==> src/design/cpf_consts.svh <==
// Constants of the coprocessor pipeline follower: handshake codes, instruction fields, resets.
// Assumes it is included by its bare name wherever one of these values is needed.
`ifndef CPF_CONSTS_SVH
`define CPF_CONSTS_SVH

// Handshake codes shared by the decode and execute buses.
`define CPF_HS_WAIT   2'h0
`define CPF_HS_GO     2'h1
`define CPF_HS_ABSENT 2'h2
`define CPF_HS_LAST   2'h3

// Instruction word field positions and group codes.
`define CPF_F_GRP4_LO 24
`define CPF_F_GRP3_LO 25
`define CPF_GRP_REG   4'he
`define CPF_GRP_MEM   3'h6
`define CPF_F_OPB     4
`define CPF_F_LOAD    20
`define CPF_F_CRN_LO  16
`define CPF_F_CRD_LO  12
`define CPF_F_NUM_LO  8
`define CPF_F_CNT_LO  0
`define CPF_F_LEN_LO  5

// Reset and default values; the coprocessor number default is arbitrary.
`define CPF_RST_WORD  32'h0000_0000
`define CPF_DEF_CPNUM 4'ha
`define CPF_DEF_PRIV  4'h8
`define CPF_NREG      16

`endif

==> src/design/cpf_follower_end.sv <==
// Holds no logic; the follower and its helpers live in the other design files.
// Assumes nothing of its surroundings.

==> src/design/cpf_pkg.sv <==
// Types shared by the coprocessor pipeline follower modules.
// Assumes nothing beyond a SystemVerilog compiler; values live in cpf_consts.svh.
package cpf_pkg;
  // Two-bit handshake code.
  typedef logic [1:0] cpf_hs_t;
  // Instruction class, one-hot.
  typedef enum logic [5:0] {
    CLS_NONE = 6'h01,
    CLS_LDC  = 6'h02,
    CLS_STC  = 6'h04,
    CLS_MCR  = 6'h08,
    CLS_MRC  = 6'h10,
    CLS_CDP  = 6'h20
  } cpf_cls_e;
  // Execute stage state, one-hot.
  typedef enum logic [2:0] {
    EX_IDLE = 3'h1,
    EX_WAIT = 3'h2,
    EX_XFER = 3'h4
  } cpf_ex_e;
endpackage : cpf_pkg

==> src/design/cpf_if.sv <==
// Interfaces that join the follower to its decoder and its register file.
// Assumes cpf_pkg is compiled first.
`timescale 1ns/1ns
`default_nettype none

interface cpf_dec_if;
  import cpf_pkg::*;
  logic [31:0] word;       // Instruction word to classify.
  logic        own;        // Addressed to this coprocessor.
  logic        restricted; // Needs a privileged mode.
  cpf_cls_e    cls;        // Instruction class.
  logic [3:0]  idx;        // Coprocessor register index.
  logic [2:0]  words;      // Words to move, one to four.
  logic [3:0]  len;        // Internal operation length in cycles.
  modport dec  (input word, output own, restricted, cls, idx, words, len);
  modport user (output word, input own, restricted, cls, idx, words, len);
endinterface : cpf_dec_if

interface cpf_rf_if;
  logic        we;    // Write strobe.
  logic [3:0]  widx;  // Write index.
  logic [31:0] wdata; // Write data.
  logic [3:0]  ridx;  // Read index.
  logic [31:0] rdata; // Read data, combinational.
  modport rf   (input we, widx, wdata, ridx, output rdata);
  modport user (output we, widx, wdata, ridx, input rdata);
endinterface : cpf_rf_if

`default_nettype wire

==> src/design/cpf_decoder.sv <==
// Combinational classifier of one instruction word for the follower.
// Assumes the word is stable within the cycle; it holds no state.
`timescale 1ns/1ns
`default_nettype none
`include "cpf_consts.svh"

module cpf_decoder
  import cpf_pkg::*;
#(
  parameter logic [3:0] CPNUM      = `CPF_DEF_CPNUM, // Number this coprocessor answers to.
  parameter logic [3:0] PRIV_FIRST = `CPF_DEF_PRIV   // First register kept for privileged use.
) (
  cpf_dec_if.dec d
);

  // Register and memory groups are told apart by the top opcode bits.
  always_comb begin
    d.cls   = CLS_NONE;
    d.idx   = d.word[`CPF_F_CRD_LO +: 4];
    d.words = 3'h1;
    d.len   = {1'b0, d.word[`CPF_F_LEN_LO +: 3]} + 4'h1;
    if (d.word[`CPF_F_GRP4_LO +: 4] == `CPF_GRP_REG) begin
      if (!d.word[`CPF_F_OPB]) begin
        d.cls = CLS_CDP;
      end else begin
        d.idx = d.word[`CPF_F_CRN_LO +: 4];
        d.cls = d.word[`CPF_F_LOAD] ? CLS_MRC : CLS_MCR;
      end
    end else if (d.word[`CPF_F_GRP3_LO +: 3] == `CPF_GRP_MEM) begin
      d.cls   = d.word[`CPF_F_LOAD] ? CLS_LDC : CLS_STC;
      d.words = {1'b0, d.word[`CPF_F_CNT_LO +: 2]} + 3'h1;
    end
    d.own        = (d.cls != CLS_NONE) && (d.word[`CPF_F_NUM_LO +: 4] == CPNUM);
    d.restricted = (d.idx >= PRIV_FIRST);
  end

endmodule : cpf_decoder

`default_nettype wire

==> src/design/cpf_regfile.sv <==
// Coprocessor register bank in flip-flops, one write and one read port.
// Assumes a single clock and synchronous active-low reset.
`timescale 1ns/1ns
`default_nettype none
`include "cpf_consts.svh"

module cpf_regfile #(
  parameter int NREG = `CPF_NREG // Number of registers.
) (
  input wire logic sys_clk,
  input wire logic resetn,
  cpf_rf_if.rf     r
);

  typedef struct packed {
    logic [NREG-1:0][31:0] regs; // Register contents.
  } cpf_rf_s;

  cpf_rf_s s;      // Registered bank.
  cpf_rf_s next_s; // Next value of the bank.

  // A write lands on the entry the index picks.
  always_comb begin
    next_s = s;
    if (r.we) begin
      next_s.regs[r.widx] = r.wdata;
    end
  end

  // The whole bank clears at reset.
  always_ff @(posedge sys_clk) begin
    if (!resetn) begin
      s <= '0;
    end else begin
      s <= next_s;
    end
  end

  // Reads are combinational so the follower can register them itself.
  assign r.rdata = s.regs[r.ridx];

endmodule : cpf_regfile

`default_nettype wire

==> src/design/cpf_follower.sv <==
// Coprocessor pipeline follower: tracks the core pipeline and answers its handshakes.
// Assumes every input comes from core logic on sys_clk, so none is synchronised.
`timescale 1ns/1ns
`default_nettype none
`include "cpf_consts.svh"

module cpf_follower
  import cpf_pkg::*;
#(
  parameter logic [3:0] CPNUM      = `CPF_DEF_CPNUM, // Coprocessor number.
  parameter logic [3:0] PRIV_FIRST = `CPF_DEF_PRIV   // First privileged register.
) (
  input  wire logic        sys_clk,
  input  wire logic        resetn,
  input  wire logic        follower_clock_enable,
  input  wire logic        pipe_advance_request_n,
  input  wire logic [31:0] issued_instruction_word,
  input  wire logic        condition_pass,
  input  wire logic        late_cancel,
  input  wire logic        privileged_mode_flag,
  input  wire logic [31:0] outgoing_transfer_data,
  output logic      [1:0]  decode_stage_handshake,
  output logic      [1:0]  execute_stage_handshake,
  output logic      [31:0] incoming_transfer_data,
  output logic      [7:0]  ops_completed
);

  // Whole state of the follower.
  typedef struct packed {
    logic [31:0] fetch_word; // Last word sampled from the issue bus.
    logic        fetch_vld;  // Fetch slot holds a real word.
    logic [31:0] dec_word;   // Decode stage word.
    logic        dec_vld;    // Decode stage holds a real word.
    cpf_hs_t     hs_de;      // Decode answer being driven.
    cpf_hs_t     hs_ex;      // Execute answer being driven.
    cpf_ex_e     ex;         // Execute stage state.
    cpf_cls_e    ex_cls;     // Class of the executing instruction.
    logic [1:0]  ex_age;     // Enabled edges since entry, saturating at two.
    logic [2:0]  ex_left;    // Words still to move.
    logic [3:0]  ex_idx;     // Register for the next word.
    logic [3:0]  ex_len;     // Internal operation length.
    logic        rd_vld;     // A read beat waits for its data.
    logic [3:0]  rd_idx;     // Register that beat reads.
    logic [31:0] in_data;    // Data driven towards the core.
    logic        p1_vld;     // Beat one edge old.
    logic        p1_first;   // That beat was made at entry and awaits its pass check.
    cpf_cls_e    p1_cls;
    logic [3:0]  p1_idx;
    logic [3:0]  p1_len;
    logic        p2_vld;     // Beat two edges old, resolved this cycle.
    cpf_cls_e    p2_cls;
    logic [3:0]  p2_idx;
    logic [3:0]  p2_len;
    logic [3:0]  busy_cnt;   // Cycles left of a running internal operation.
    logic [7:0]  ops;        // Completed internal operations.
  } cpf_st_s;

  cpf_st_s     s;           // Registered state.
  cpf_st_s     next_s;      // Next state.
  logic        adv;         // Pipeline advances at this edge.
  logic [31:0] dec_word_nx; // Decode word after this edge.
  logic        dec_vld_nx;  // Decode valid after this edge.
  logic        stepping;    // The execute stage consumes an answer.
  logic        beat;        // One word or operation goes ahead.
  logic        busy_nx;     // Coprocessor busy after this edge.
  cpf_hs_t     resp;        // Answer the core sampled at this edge.

  cpf_dec_if dec_nx ();  // Classifies the next decode word.
  cpf_dec_if dec_cur (); // Classifies the word now entering execute.
  cpf_rf_if  rf ();      // Register bank port.

  cpf_decoder #(.CPNUM(CPNUM), .PRIV_FIRST(PRIV_FIRST)) u_dec_nx  (.d(dec_nx.dec));
  cpf_decoder #(.CPNUM(CPNUM), .PRIV_FIRST(PRIV_FIRST)) u_dec_cur (.d(dec_cur.dec));
  cpf_regfile #(.NREG(`CPF_NREG)) u_rf (.sys_clk(sys_clk), .resetn(resetn), .r(rf.rf));

  // Stages move only when enabled with the request low; an interlock just holds.
  assign adv         = follower_clock_enable && !pipe_advance_request_n;
  assign dec_word_nx = adv ? s.fetch_word : s.dec_word;
  assign dec_vld_nx  = adv ? s.fetch_vld : s.dec_vld;
  assign dec_nx.word  = dec_word_nx;
  assign dec_cur.word = s.dec_word;

  // A matured move or load beat writes unless it was cancelled late.
  assign rf.we    = follower_clock_enable && s.p2_vld && !late_cancel
                    && (s.p2_cls == CLS_MCR || s.p2_cls == CLS_LDC);
  assign rf.widx  = s.p2_idx;
  assign rf.wdata = outgoing_transfer_data;
  assign rf.ridx  = s.rd_idx;

  // Next-state logic for pipeline, execute stage, beats and handshakes.
  always_comb begin
    next_s   = s;
    stepping = 1'b0;
    beat     = 1'b0;
    resp     = `CPF_HS_ABSENT;
    // An internal operation keeps running even while the core is stalled.
    if (s.busy_cnt != 4'h0) begin
      next_s.busy_cnt = s.busy_cnt - 4'h1;
      if (s.busy_cnt == 4'h1) begin
        next_s.ops = s.ops + 8'h01;
      end
    end
    if (follower_clock_enable) begin
      // Beats age by one stage per enabled edge.
      next_s.p2_vld = s.p1_vld;
      next_s.p2_cls = s.p1_cls;
      next_s.p2_idx = s.p1_idx;
      next_s.p2_len = s.p1_len;
      next_s.p1_vld = 1'b0;
      next_s.p1_first = 1'b0;
      // A single-beat entry leaves execute at once, so its pass is checked on the beat.
      if (s.p1_first && !condition_pass) begin
        next_s.p2_vld = 1'b0;
      end
      next_s.rd_vld = 1'b0;
      // Read data goes out one edge after its beat, else zero for wired-OR use.
      next_s.in_data = s.rd_vld ? rf.rdata : `CPF_RST_WORD;
      // A surviving internal operation starts only now.
      if (s.p2_vld && s.p2_cls == CLS_CDP && !late_cancel) begin
        next_s.busy_cnt = s.p2_len;
      end
      if (s.ex != EX_IDLE && s.ex_age == 2'h1 && late_cancel) begin
        // Late cancel drops the instruction and its next beat.
        next_s.ex     = EX_IDLE;
        next_s.p2_vld = 1'b0;
      end else if (s.ex != EX_IDLE && (s.ex_age == 2'h0 || s.ex == EX_WAIT)
                   && !condition_pass) begin
        // Failed condition or interrupt while waiting: abandon, commit nothing.
        next_s.ex     = EX_IDLE;
        next_s.p2_vld = 1'b0;
      end else if (s.ex != EX_IDLE) begin
        // Later cycles answer through the execute bus.
        stepping = 1'b1;
        resp     = s.hs_ex;
        if (s.ex_age != 2'h2) begin
          next_s.ex_age = s.ex_age + 2'h1;
        end
      end
      if (adv) begin
        // Fetch slot to decode, decode to execute, sample the bus.
        next_s.fetch_word = issued_instruction_word;
        next_s.fetch_vld  = 1'b1;
        next_s.dec_word   = s.fetch_word;
        next_s.dec_vld    = s.fetch_vld;
        if (s.dec_vld) begin
          // Only the answer standing at entry counts.
          stepping       = 1'b1;
          resp           = s.hs_de;
          next_s.ex_cls  = dec_cur.cls;
          next_s.ex_idx  = dec_cur.idx;
          next_s.ex_left = dec_cur.words;
          next_s.ex_len  = dec_cur.len;
          next_s.ex_age  = 2'h0;
        end
      end
      if (stepping) begin
        // Each go or last answer moves one word; the count is the code sequence.
        unique case (resp)
          `CPF_HS_WAIT: begin
            next_s.ex = EX_WAIT;
          end
          `CPF_HS_GO: begin
            beat      = 1'b1;
            next_s.ex = EX_XFER;
          end
          `CPF_HS_LAST: begin
            beat      = 1'b1;
            next_s.ex = EX_IDLE;
          end
          `CPF_HS_ABSENT: begin
            next_s.ex = EX_IDLE;
          end
        endcase
      end
      if (beat) begin
        next_s.p1_vld  = 1'b1;
        next_s.p1_first = adv && s.dec_vld;
        next_s.p1_cls  = next_s.ex_cls;
        next_s.p1_idx  = next_s.ex_idx;
        next_s.p1_len  = next_s.ex_len;
        next_s.rd_vld  = (next_s.ex_cls == CLS_MRC) || (next_s.ex_cls == CLS_STC);
        next_s.rd_idx  = next_s.ex_idx;
        next_s.ex_idx  = next_s.ex_idx + 4'h1;
        next_s.ex_left = next_s.ex_left - 3'h1;
      end
    end
    // Busy while an internal operation runs or is still in flight.
    busy_nx = (next_s.busy_cnt != 4'h0)
              || (next_s.p1_vld && next_s.p1_cls == CLS_CDP)
              || (next_s.p2_vld && next_s.p2_cls == CLS_CDP);
    // Execute answer: wait while busy, then go or last by words left.
    unique case (next_s.ex)
      EX_IDLE: begin
        next_s.hs_ex = `CPF_HS_ABSENT;
      end
      EX_WAIT, EX_XFER: begin
        if (next_s.ex == EX_WAIT && busy_nx) begin
          next_s.hs_ex = `CPF_HS_WAIT;
        end else if (next_s.ex_left >= 3'h2) begin
          next_s.hs_ex = `CPF_HS_GO;
        end else begin
          next_s.hs_ex = `CPF_HS_LAST;
        end
      end
    endcase
    // Decode answer, refreshed every cycle so a mode change can alter it.
    if (!dec_vld_nx || !dec_nx.own) begin
      next_s.hs_de = `CPF_HS_ABSENT;
    end else if (dec_nx.restricted && !privileged_mode_flag) begin
      next_s.hs_de = `CPF_HS_ABSENT;
    end else if (busy_nx || next_s.ex != EX_IDLE) begin
      next_s.hs_de = `CPF_HS_WAIT;
    end else if (dec_nx.words >= 3'h2) begin
      next_s.hs_de = `CPF_HS_GO;
    end else begin
      next_s.hs_de = `CPF_HS_LAST;
    end
  end

  // State register; enum fields get legal codes at reset.
  always_ff @(posedge sys_clk) begin
    if (!resetn) begin
      s        <= '0;
      s.ex     <= EX_IDLE;
      s.ex_cls <= CLS_NONE;
      s.p1_cls <= CLS_NONE;
      s.p2_cls <= CLS_NONE;
      s.hs_de  <= `CPF_HS_ABSENT;
      s.hs_ex  <= `CPF_HS_ABSENT;
    end else begin
      s <= next_s;
    end
  end

  // Every output is a state flip-flop.
  assign decode_stage_handshake  = s.hs_de;
  assign execute_stage_handshake = s.hs_ex;
  assign incoming_transfer_data  = s.in_data;
  assign ops_completed           = s.ops;
endmodule : cpf_follower

`default_nettype wire

==> config.mk <==
export PLATFORM = sky130hd
export DESIGN_NAME = cpf_follower
export DESIGN_NICKNAME = d
export VERILOG_FILES = /design/src/design/cpf_follower_end.sv /design/src/design/cpf_pkg.sv /design/src/design/cpf_if.sv /design/src/design/cpf_decoder.sv /design/src/design/cpf_regfile.sv /design/src/design/cpf_follower.sv
export VERILOG_INCLUDE_DIRS = /design/src /design/src/design
export SDC_FILE = /design/constraint.sdc
export NUM_CORES = 1
export LEC_CHECK = 0
export BUFFER_PORTS_ARGS = -buffer_cell sky130_fd_sc_hd__buf_2
export CAP_MARGIN = 30
export CORE_MARGIN = 3
export CORE_UTILIZATION = 50
export CTS_BUF_LIST = sky130_fd_sc_hd__clkbuf_8
export DETAILED_ROUTE_END_ITERATION = 10
export GPL_ROUTABILITY_DRIVEN = 0
export PLACE_DENSITY = 0.78
export SYNTH_ARGS = -nofsm -noshare
export SYNTH_HDL_FRONTEND = slang
export SYNTH_SLANG_ARGS = --single-unit
==> constraint.sdc <==
create_clock -name sys_clk -period 3.3 [get_ports sys_clk]
set_input_delay 0.33 -clock sys_clk [delete_from_list [all_inputs] [get_ports sys_clk]]
set_output_delay 0.33 -clock sys_clk [all_outputs]
set_load 0.02 [all_outputs]
==> results of run 1 <==
## worst max-delay path by stage
stage	slack, ns	cells past startpoint	end	startpoint
2_1_floorplan	0.72	11	execute_stage_handshake[1]	follower_clock_enable
3_3_place_gp	0.59	8	u_rf.s[23]	follower_clock_enable
3_5_place_dp	0.56	8	u_rf.s[28]	follower_clock_enable
4_1_cts	0.64	7	u_rf.s[27]	s[24]
5_1_grt	0.48	7	u_rf.s[295]	s[24]
6_report	0.58	7	u_rf.s[27]	s[24]
## tightest hold or removal path, delay by kind of cell
family | cells | cell delay (ns)
compound gates | 1 | 0.05
buf+inv | 1 | 0.21
simple gates | 1 | 0.10
## power breakdown
part | total [mW] | switching [mW] | leakage [nW] | internal [mW]
Sequential | 8.09 | 0.0504 | 5.34 | 8.04
Clock | 7.12 | 3.23 | 1.22 | 3.90
Combinational | 0.713 | 0.466 | 4.06 | 0.247
Total | 15.9 | 3.74 | 10.6 | 12.2
## per-layer routing
| layer | up-vias | share of wire | track usage |
|---|---|---|---|
| met3 | 211 | 0.11 | 0.06108 |
| met5 | - | 0 | 0 |
| met4 | 0 | 0.032 | 0.1005 |
| met2 | 1258 | 0.47 | 0.4312 |
| li1 | 11120 | - | - |
| met1 | 11590 | 0.39 | 0.3516 |
## layout make-up
class / count / area (um2) / share of cell area
Multi-Input combinational cell: 2295 / 13430 / 0.4215
Sequential cell: 662 / 13260 / 0.4164
Timing Repair Buffer: 247 / 2037 / 0.06394
Clock buffer: 129 / 1775 / 0.05573
Tap cell: 748 / 935.9 / 0.02938
Clock inverter: 53 / 365.4 / 0.01147
Inverter: 11 / 48.80 / 0.001532
Antenna cell: 1 / 2.502 / 0.00007855
## flip-flops by register name (all words and copies together) (netlist names)
register,count
u_rf.s,512
s,79
incoming_transfer_data,32
dec_cur.word,23
ops_completed,8
rf.widx,4
decode_stage_handshake,2
execute_stage_handshake,2
## metrics by stage
stage | instance area (um2) | std cells | power, mW | worst slack [ns] | util
after floorplan | 28280 | 3328 | 8.737 | 0.7172 | -
after global placement | 29170 | 3912 | 8.903 | 0.5927 | 0.5254
after detailed placement | 29170 | 3912 | 8.914 | 0.5612 | 0.5254
after CTS | 31810 | 4143 | 15.98 | 0.6356 | 0.5728
after global routing | 31850 | 4145 | 16.43 | 0.4764 | 0.5737
final | 31860 | 4146 | 15.93 | 0.5810 | 0.5737
## cell families (layout without fill, tap and decap cells)
family,Yosys count,count (layout)
XOR/XNOR,16,16
AND/OR/NAND/NOR,1404,1404
flip-flops,662,662
buffers and inverters,371,440
AO/OA/AOI/OAI,678,678
other,0,1
multiplexers,187,187
adder cells (fa/ha/maj),10,10
## layout by cell type, fill, tap and decap left out, types with 11 or more instances in the layout
cell           Yosys  layout
nand4_1           11      11
clkinv_2           0      15
buf_2             54     104
inv_1             10      38
a21oi_1          620     620
mux4_2           160     160
dlygate4sd3_1      0      49
mux2i_1           26      26
nor2_1            64      61
clkbuf_8           0     129
buf_4             56      69
buf_12             0      24
and2_1            11      11
nand2_1         1205    1205
dfxtp_1          662     657
nand3_1           47      43
## what timing repair did
action,in CTS,in global routing
resized for setup,0,0
hold buffers,49,0
hold endpoints to repair,260,0
==> impl_results.md, run 1 <==
* Outcome: finished clean
* 1st-pass router iterations at 6
* Max incr delay on CP at 0.61 ns
* Sink Count at 662
* Worst-margin pin slew at 0.8518 ns
* Hold endpoint: u_rf.s[477]
* Hold Path Depth at 3
* Setup violators final at 0
* Slew headroom at 0.4321
* CP top delay family: simple AND/OR/NAND/NOR gates
* Asr flop ratio synth at 0
* Port Buffers at 105
* Slew Viols, Final at 0
* Post-Syn Area per Cell at 8.497 um2
* HP Class: input pin to flip-flop
* Post-route minimum period at 2.719 ns
* Largest family of logic cells by synthesized area: simple AND/OR/NAND/NOR gates
* Synth Area in Simple Gates at 0.1997
* Synth top area share at 0.4686
* Via count at 24180
* Detail Placement HPWL at 48090 um
* Clock Skew at 0.02953 ns
* Worst-path cell chain: nor4b_4, nand4b_2, or3_4, nor3_4, buf_4, nand2_1, a21oi_1
* Final-stage net count at 3399
* Syn. warnings at 0
* Worst path slowest cell: nor3_4
* Critical Path RT at 3.91 ns
* Sequential share of the synthesized area at 0.4686
* Worst-case reg-to-reg path depth at 7
* HP Start: outgoing_transfer_data[29]
* Post-synthesis compound-gate area fraction at 0.1260
* Max-Cap Viols at 0
* Dominant synthesized flop cell: dfxtp_1
* Critical path type: flip-flop to flip-flop
* # rows at 86
* Total CTS buffers at 101
* Post-DRT Antenna Nets at 0
* Largest net degree at the start of global routing at 110
* Max Freq at 367.8 MHz
* Vias in the first global route at 23230
* Max H-tree Level at 3
* Die H at 243.8 um
* XOR/XNOR Fraction of Synth Area at 0.004955
* Die area at 59450 um2
* Area delta synth->final at 12.65%
* Area leader, netlist: dfxtp_1
* RSZ-0062 raised after global routing: no
* First-pass GRT wire length at 127000 um
* Top cells by area, synth: dfxtp_1 47%, nand2_1 16%, mux4_2 13%
* Post-Syn Nets at 3409
* Synth Register Bits at 662
* Post-Synth Adder-Cell Area at 0.004424
* Number of synthesized flops with an enable pin at 0
* R2r setup slk at around 0.58 ns
* Starting Density at 0.5093
* Mux cell area share after synthesis at 0.1370
* WP data arrival at 3.33 ns
* DRT Wirelength at 81220 um
* Terminus of the critical flop-to-flop path: u_rf.s[27]
* P per Cell Area at 500.0 nW/um2
* Clk_lat worst skew at 0.71 ns
* Final Hold Viols at 0
* Cells after Synth at 3328
* Worst slack on hold paths at around 0.050 ns
* CP Launch Type: flip-flop
* Die X at 243.8 um
* Tcrit/Tclk final at 0.8239
* Count of cell types in the netlist at between 60 and 70
* Drt wl/cell at slightly below 20 um
* Remaining DRCs at 0
* GRT Total Usage at 0.2673
* Leakage power at 10.62 nW
* CP Capture Type: flip-flop
* Synth top cells by count: 1205 x nand2_1, 662 x dfxtp_1, 620 x a21oi_1, 224 x clkbuf_1, 160 x mux4_2
* Antenna violations before repair at 1
* Cell chosen for the clock root: clkbuf_8
* Share of cells above drive strength 1 at 0.1607
* Clock slew at reported path FFs at 0.06 ns
* 1st-iter DRT viols at between 2000 and 3000
* Peak VDD IR at ~540 uV
* Via density at 5.832
* CTS tree: done
* Area of the mapped netlist at around 28000 um2
* Setup TNS Final at 0 ns
* Core area at 55520 um2
* Longest Clk Path Bufs at 3
* Number of buffer and inverter stages on the critical path at 1
* Fill count at between 4000 and 5000
* # Post-CTS Setup Buffers at 0
* Final global-route overflow total at 0
* CP Max Fanout at 10
* Top-count cell post-synth: nand2_1
* FF-to-FF Start: s[24]
* Ports at approximately 120
Note: power is estimated with default switching activity, not from simulation.
==> run 2: changes to the inputs <==
PLACE_DENSITY = 0.8   (was 0.78)
clock period = 2.4 ns   (was 3.3 ns; I/O delays follow)
==> impl_results.md, run 2 (synthesized netlist as in run 1, its figures left out) <==
* Outcome: finished clean
* CTS tree: done
* Power Internal at 16.57 mW
* Final Hold Viols at 0
* Clock Skew at 0.03158 ns
* Fill count at 4617
* Vias in the first global route at 23740
* Drt wl/cell at 19.80 um
* Tcrit/Tclk final at 0.9787
* Post-route minimum period at 2.349 ns
* Largest Register: u_rf.s
* Post-Layout Cell Count at between 4000 and 5000
* Sink Count at 662
* Total CTS buffers at 102
* Reg area at 13270 um2
* Critical path type: flip-flop to flip-flop
* Worst slack on hold paths at 0.09501 ns
* Largest net degree at the start of global routing at 108
* Critical Path RT at between 3 and 4 ns
* Via density at 5.864
* Multi-input gate area at 13440 um2
* Remaining DRCs at 0
* CP Capture Type: flip-flop
* Via count at between 20000 and 25000
* Post-DRT Antenna Nets at 0
* 1st-pass router iterations at 8
* 1st-iter DRT viols at 3090
* Port Buffers at ~110
* Die area at 59450 um2
* Commonest non-fill, non-tap cells in the layout: 1205 x nand2_1, 656 x dfxtp_1, 620 x a21oi_1, 160 x mux4_2, 130 x clkbuf_8
* Starting Density at 0.5093
* WL met3 at 8510 um
* P per Cell Area at 669.6 nW/um2
* Die X at 243.8 um
* Final core utilization at 0.5836
* Ports at 115
* WL met1 at ~32000 um
* CP Launch Type: flip-flop
* Max reg flops at roughly 510
* HP Class: input pin to flip-flop
* First-pass GRT wire length at between 100000 and 150000 um
* CP Max Fanout at 3
* DRT Wirelength at 83140 um
* Combinational fraction of design power at 0.047
* Peak VDD IR at 366.3 uV
* WP data arrival at 2.97 ns
* Setup violators final at 0
* Worst-margin pin slew at 0.8601 ns
* Total Power at 21.70 mW
* Share of cells above drive strength 1 at 0.1717
* Die H at 243.8 um
* Clk_lat worst skew at 0.72 ns
* Longest Clk Path Bufs at 3
* Final global-route overflow total at 0
* Highest Signal Layer: met4
* Dpl cells at between 3000 and 4000
* Detail Placement HPWL at roughly 50000 um
* Max-Cap Viols at 0
* Commonest non-fill, non-tap cell in the layout: nand2_1
* Sequential share of power at 0.513
* Max Freq at roughly 430 MHz
* Psw at 5.123 mW
* Slew Viols, Final at 0
* Final-stage net count at 3455
* Slew headroom at 0.4266
* Core area at roughly 56000 um2
* Clock power frac at 0.441
* Clock slew at reported path FFs at 0.06 ns
* Cell chosen for the clock root: clkbuf_8
* RSZ-0062 raised after global routing: yes
* Switching Fraction at 0.2362
* GRT Total Usage at 0.2718
* # rows at 86
* Max H-tree Level at 3
* Met2 WL at 39330 um
* Leakage power at 10.89 nW
* Area delta synth->final at 14.58%
* Antenna violations before repair at 2
[run 2: layout make-up]
class / instances / area share
well taps: 748 / 0.02888
inverters: 11 / 0.001506
clock inverters: 48 / 0.008881
diodes: 3 / 0.0002317
multi-input cells: 2295 / 0.4149
flip-flops and latches: 662 / 0.4094
clock buffers: 130 / 0.05522
repair buffers: 302 / 0.08101
[run 2: what timing repair did]
| action | 4_1_cts | 5_1_grt |
|---|---|---|
| setup buffers | 0 | 1 |
| resized for setup | 0 | 6 |
| setup endpoints to repair | 0 | 5 |
| endpoints found under the hold margin | 547 | 0 |
| hold buffers | 57 | 0 |
[run 2: per-stage QoR]
stage	setup TNS (ns)	setup slack [ns]	instance area, um2
5_1_grt	-0.03150	-0.03150	32400
3_3_place_gp	0	0.1476	29720
3_5_place_dp	0	0.1070	29720
6_report	0	0.05100	32400
2_1_floorplan	0	0.02033	28280
4_1_cts	0	0.07266	32370
[run 2: final timing paths]
kind | start | endpoint | slack, ns | cells after the start
max | dec_cur.word[0] | execute_stage_handshake[1] | 0.05 | 10
min | privileged_mode_flag | decode_stage_handshake[0] | 0.1 | 3
max reg2reg | dec_cur.word[0] | execute_stage_handshake[1] | 0.05 | 10
min reg2reg | u_rf.s[334] | u_rf.s[334] | 0.45 | 2
[run 2: power by group through the flow]
stage | combinational [mW] | clock (mW) | sequential [mW]
floorplan | 0.668 | 0 | 11.3
global placement | 0.889 | 0 | 11.4
detailed placement | 0.895 | 0 | 11.4
CTS | 0.974 | 9.61 | 11.1
global route | 1.09 | 10.1 | 11.1
finish | 1.01 | 9.56 | 11.1
[run 2: critical path, stage by stage, from the launching register on]
cell      delay, ns
dfxtp_2        0.33
ha_1           0.27
and4b_1        0.20
mux2i_1        0.21
ha_2           0.24
and3_4         0.18
a31oi_1        0.11
a211oi_1       0.21
buf_4          0.16
a311oi_1       0.10
o31ai_2        0.22
[run 2: routing by layer]
layer,up-vias,global-route usage
li1,11240,-
met1,11740,0.3521
met2,1353,0.4454
met3,294,0.04865
met4,0,0.1216
met5,-,0
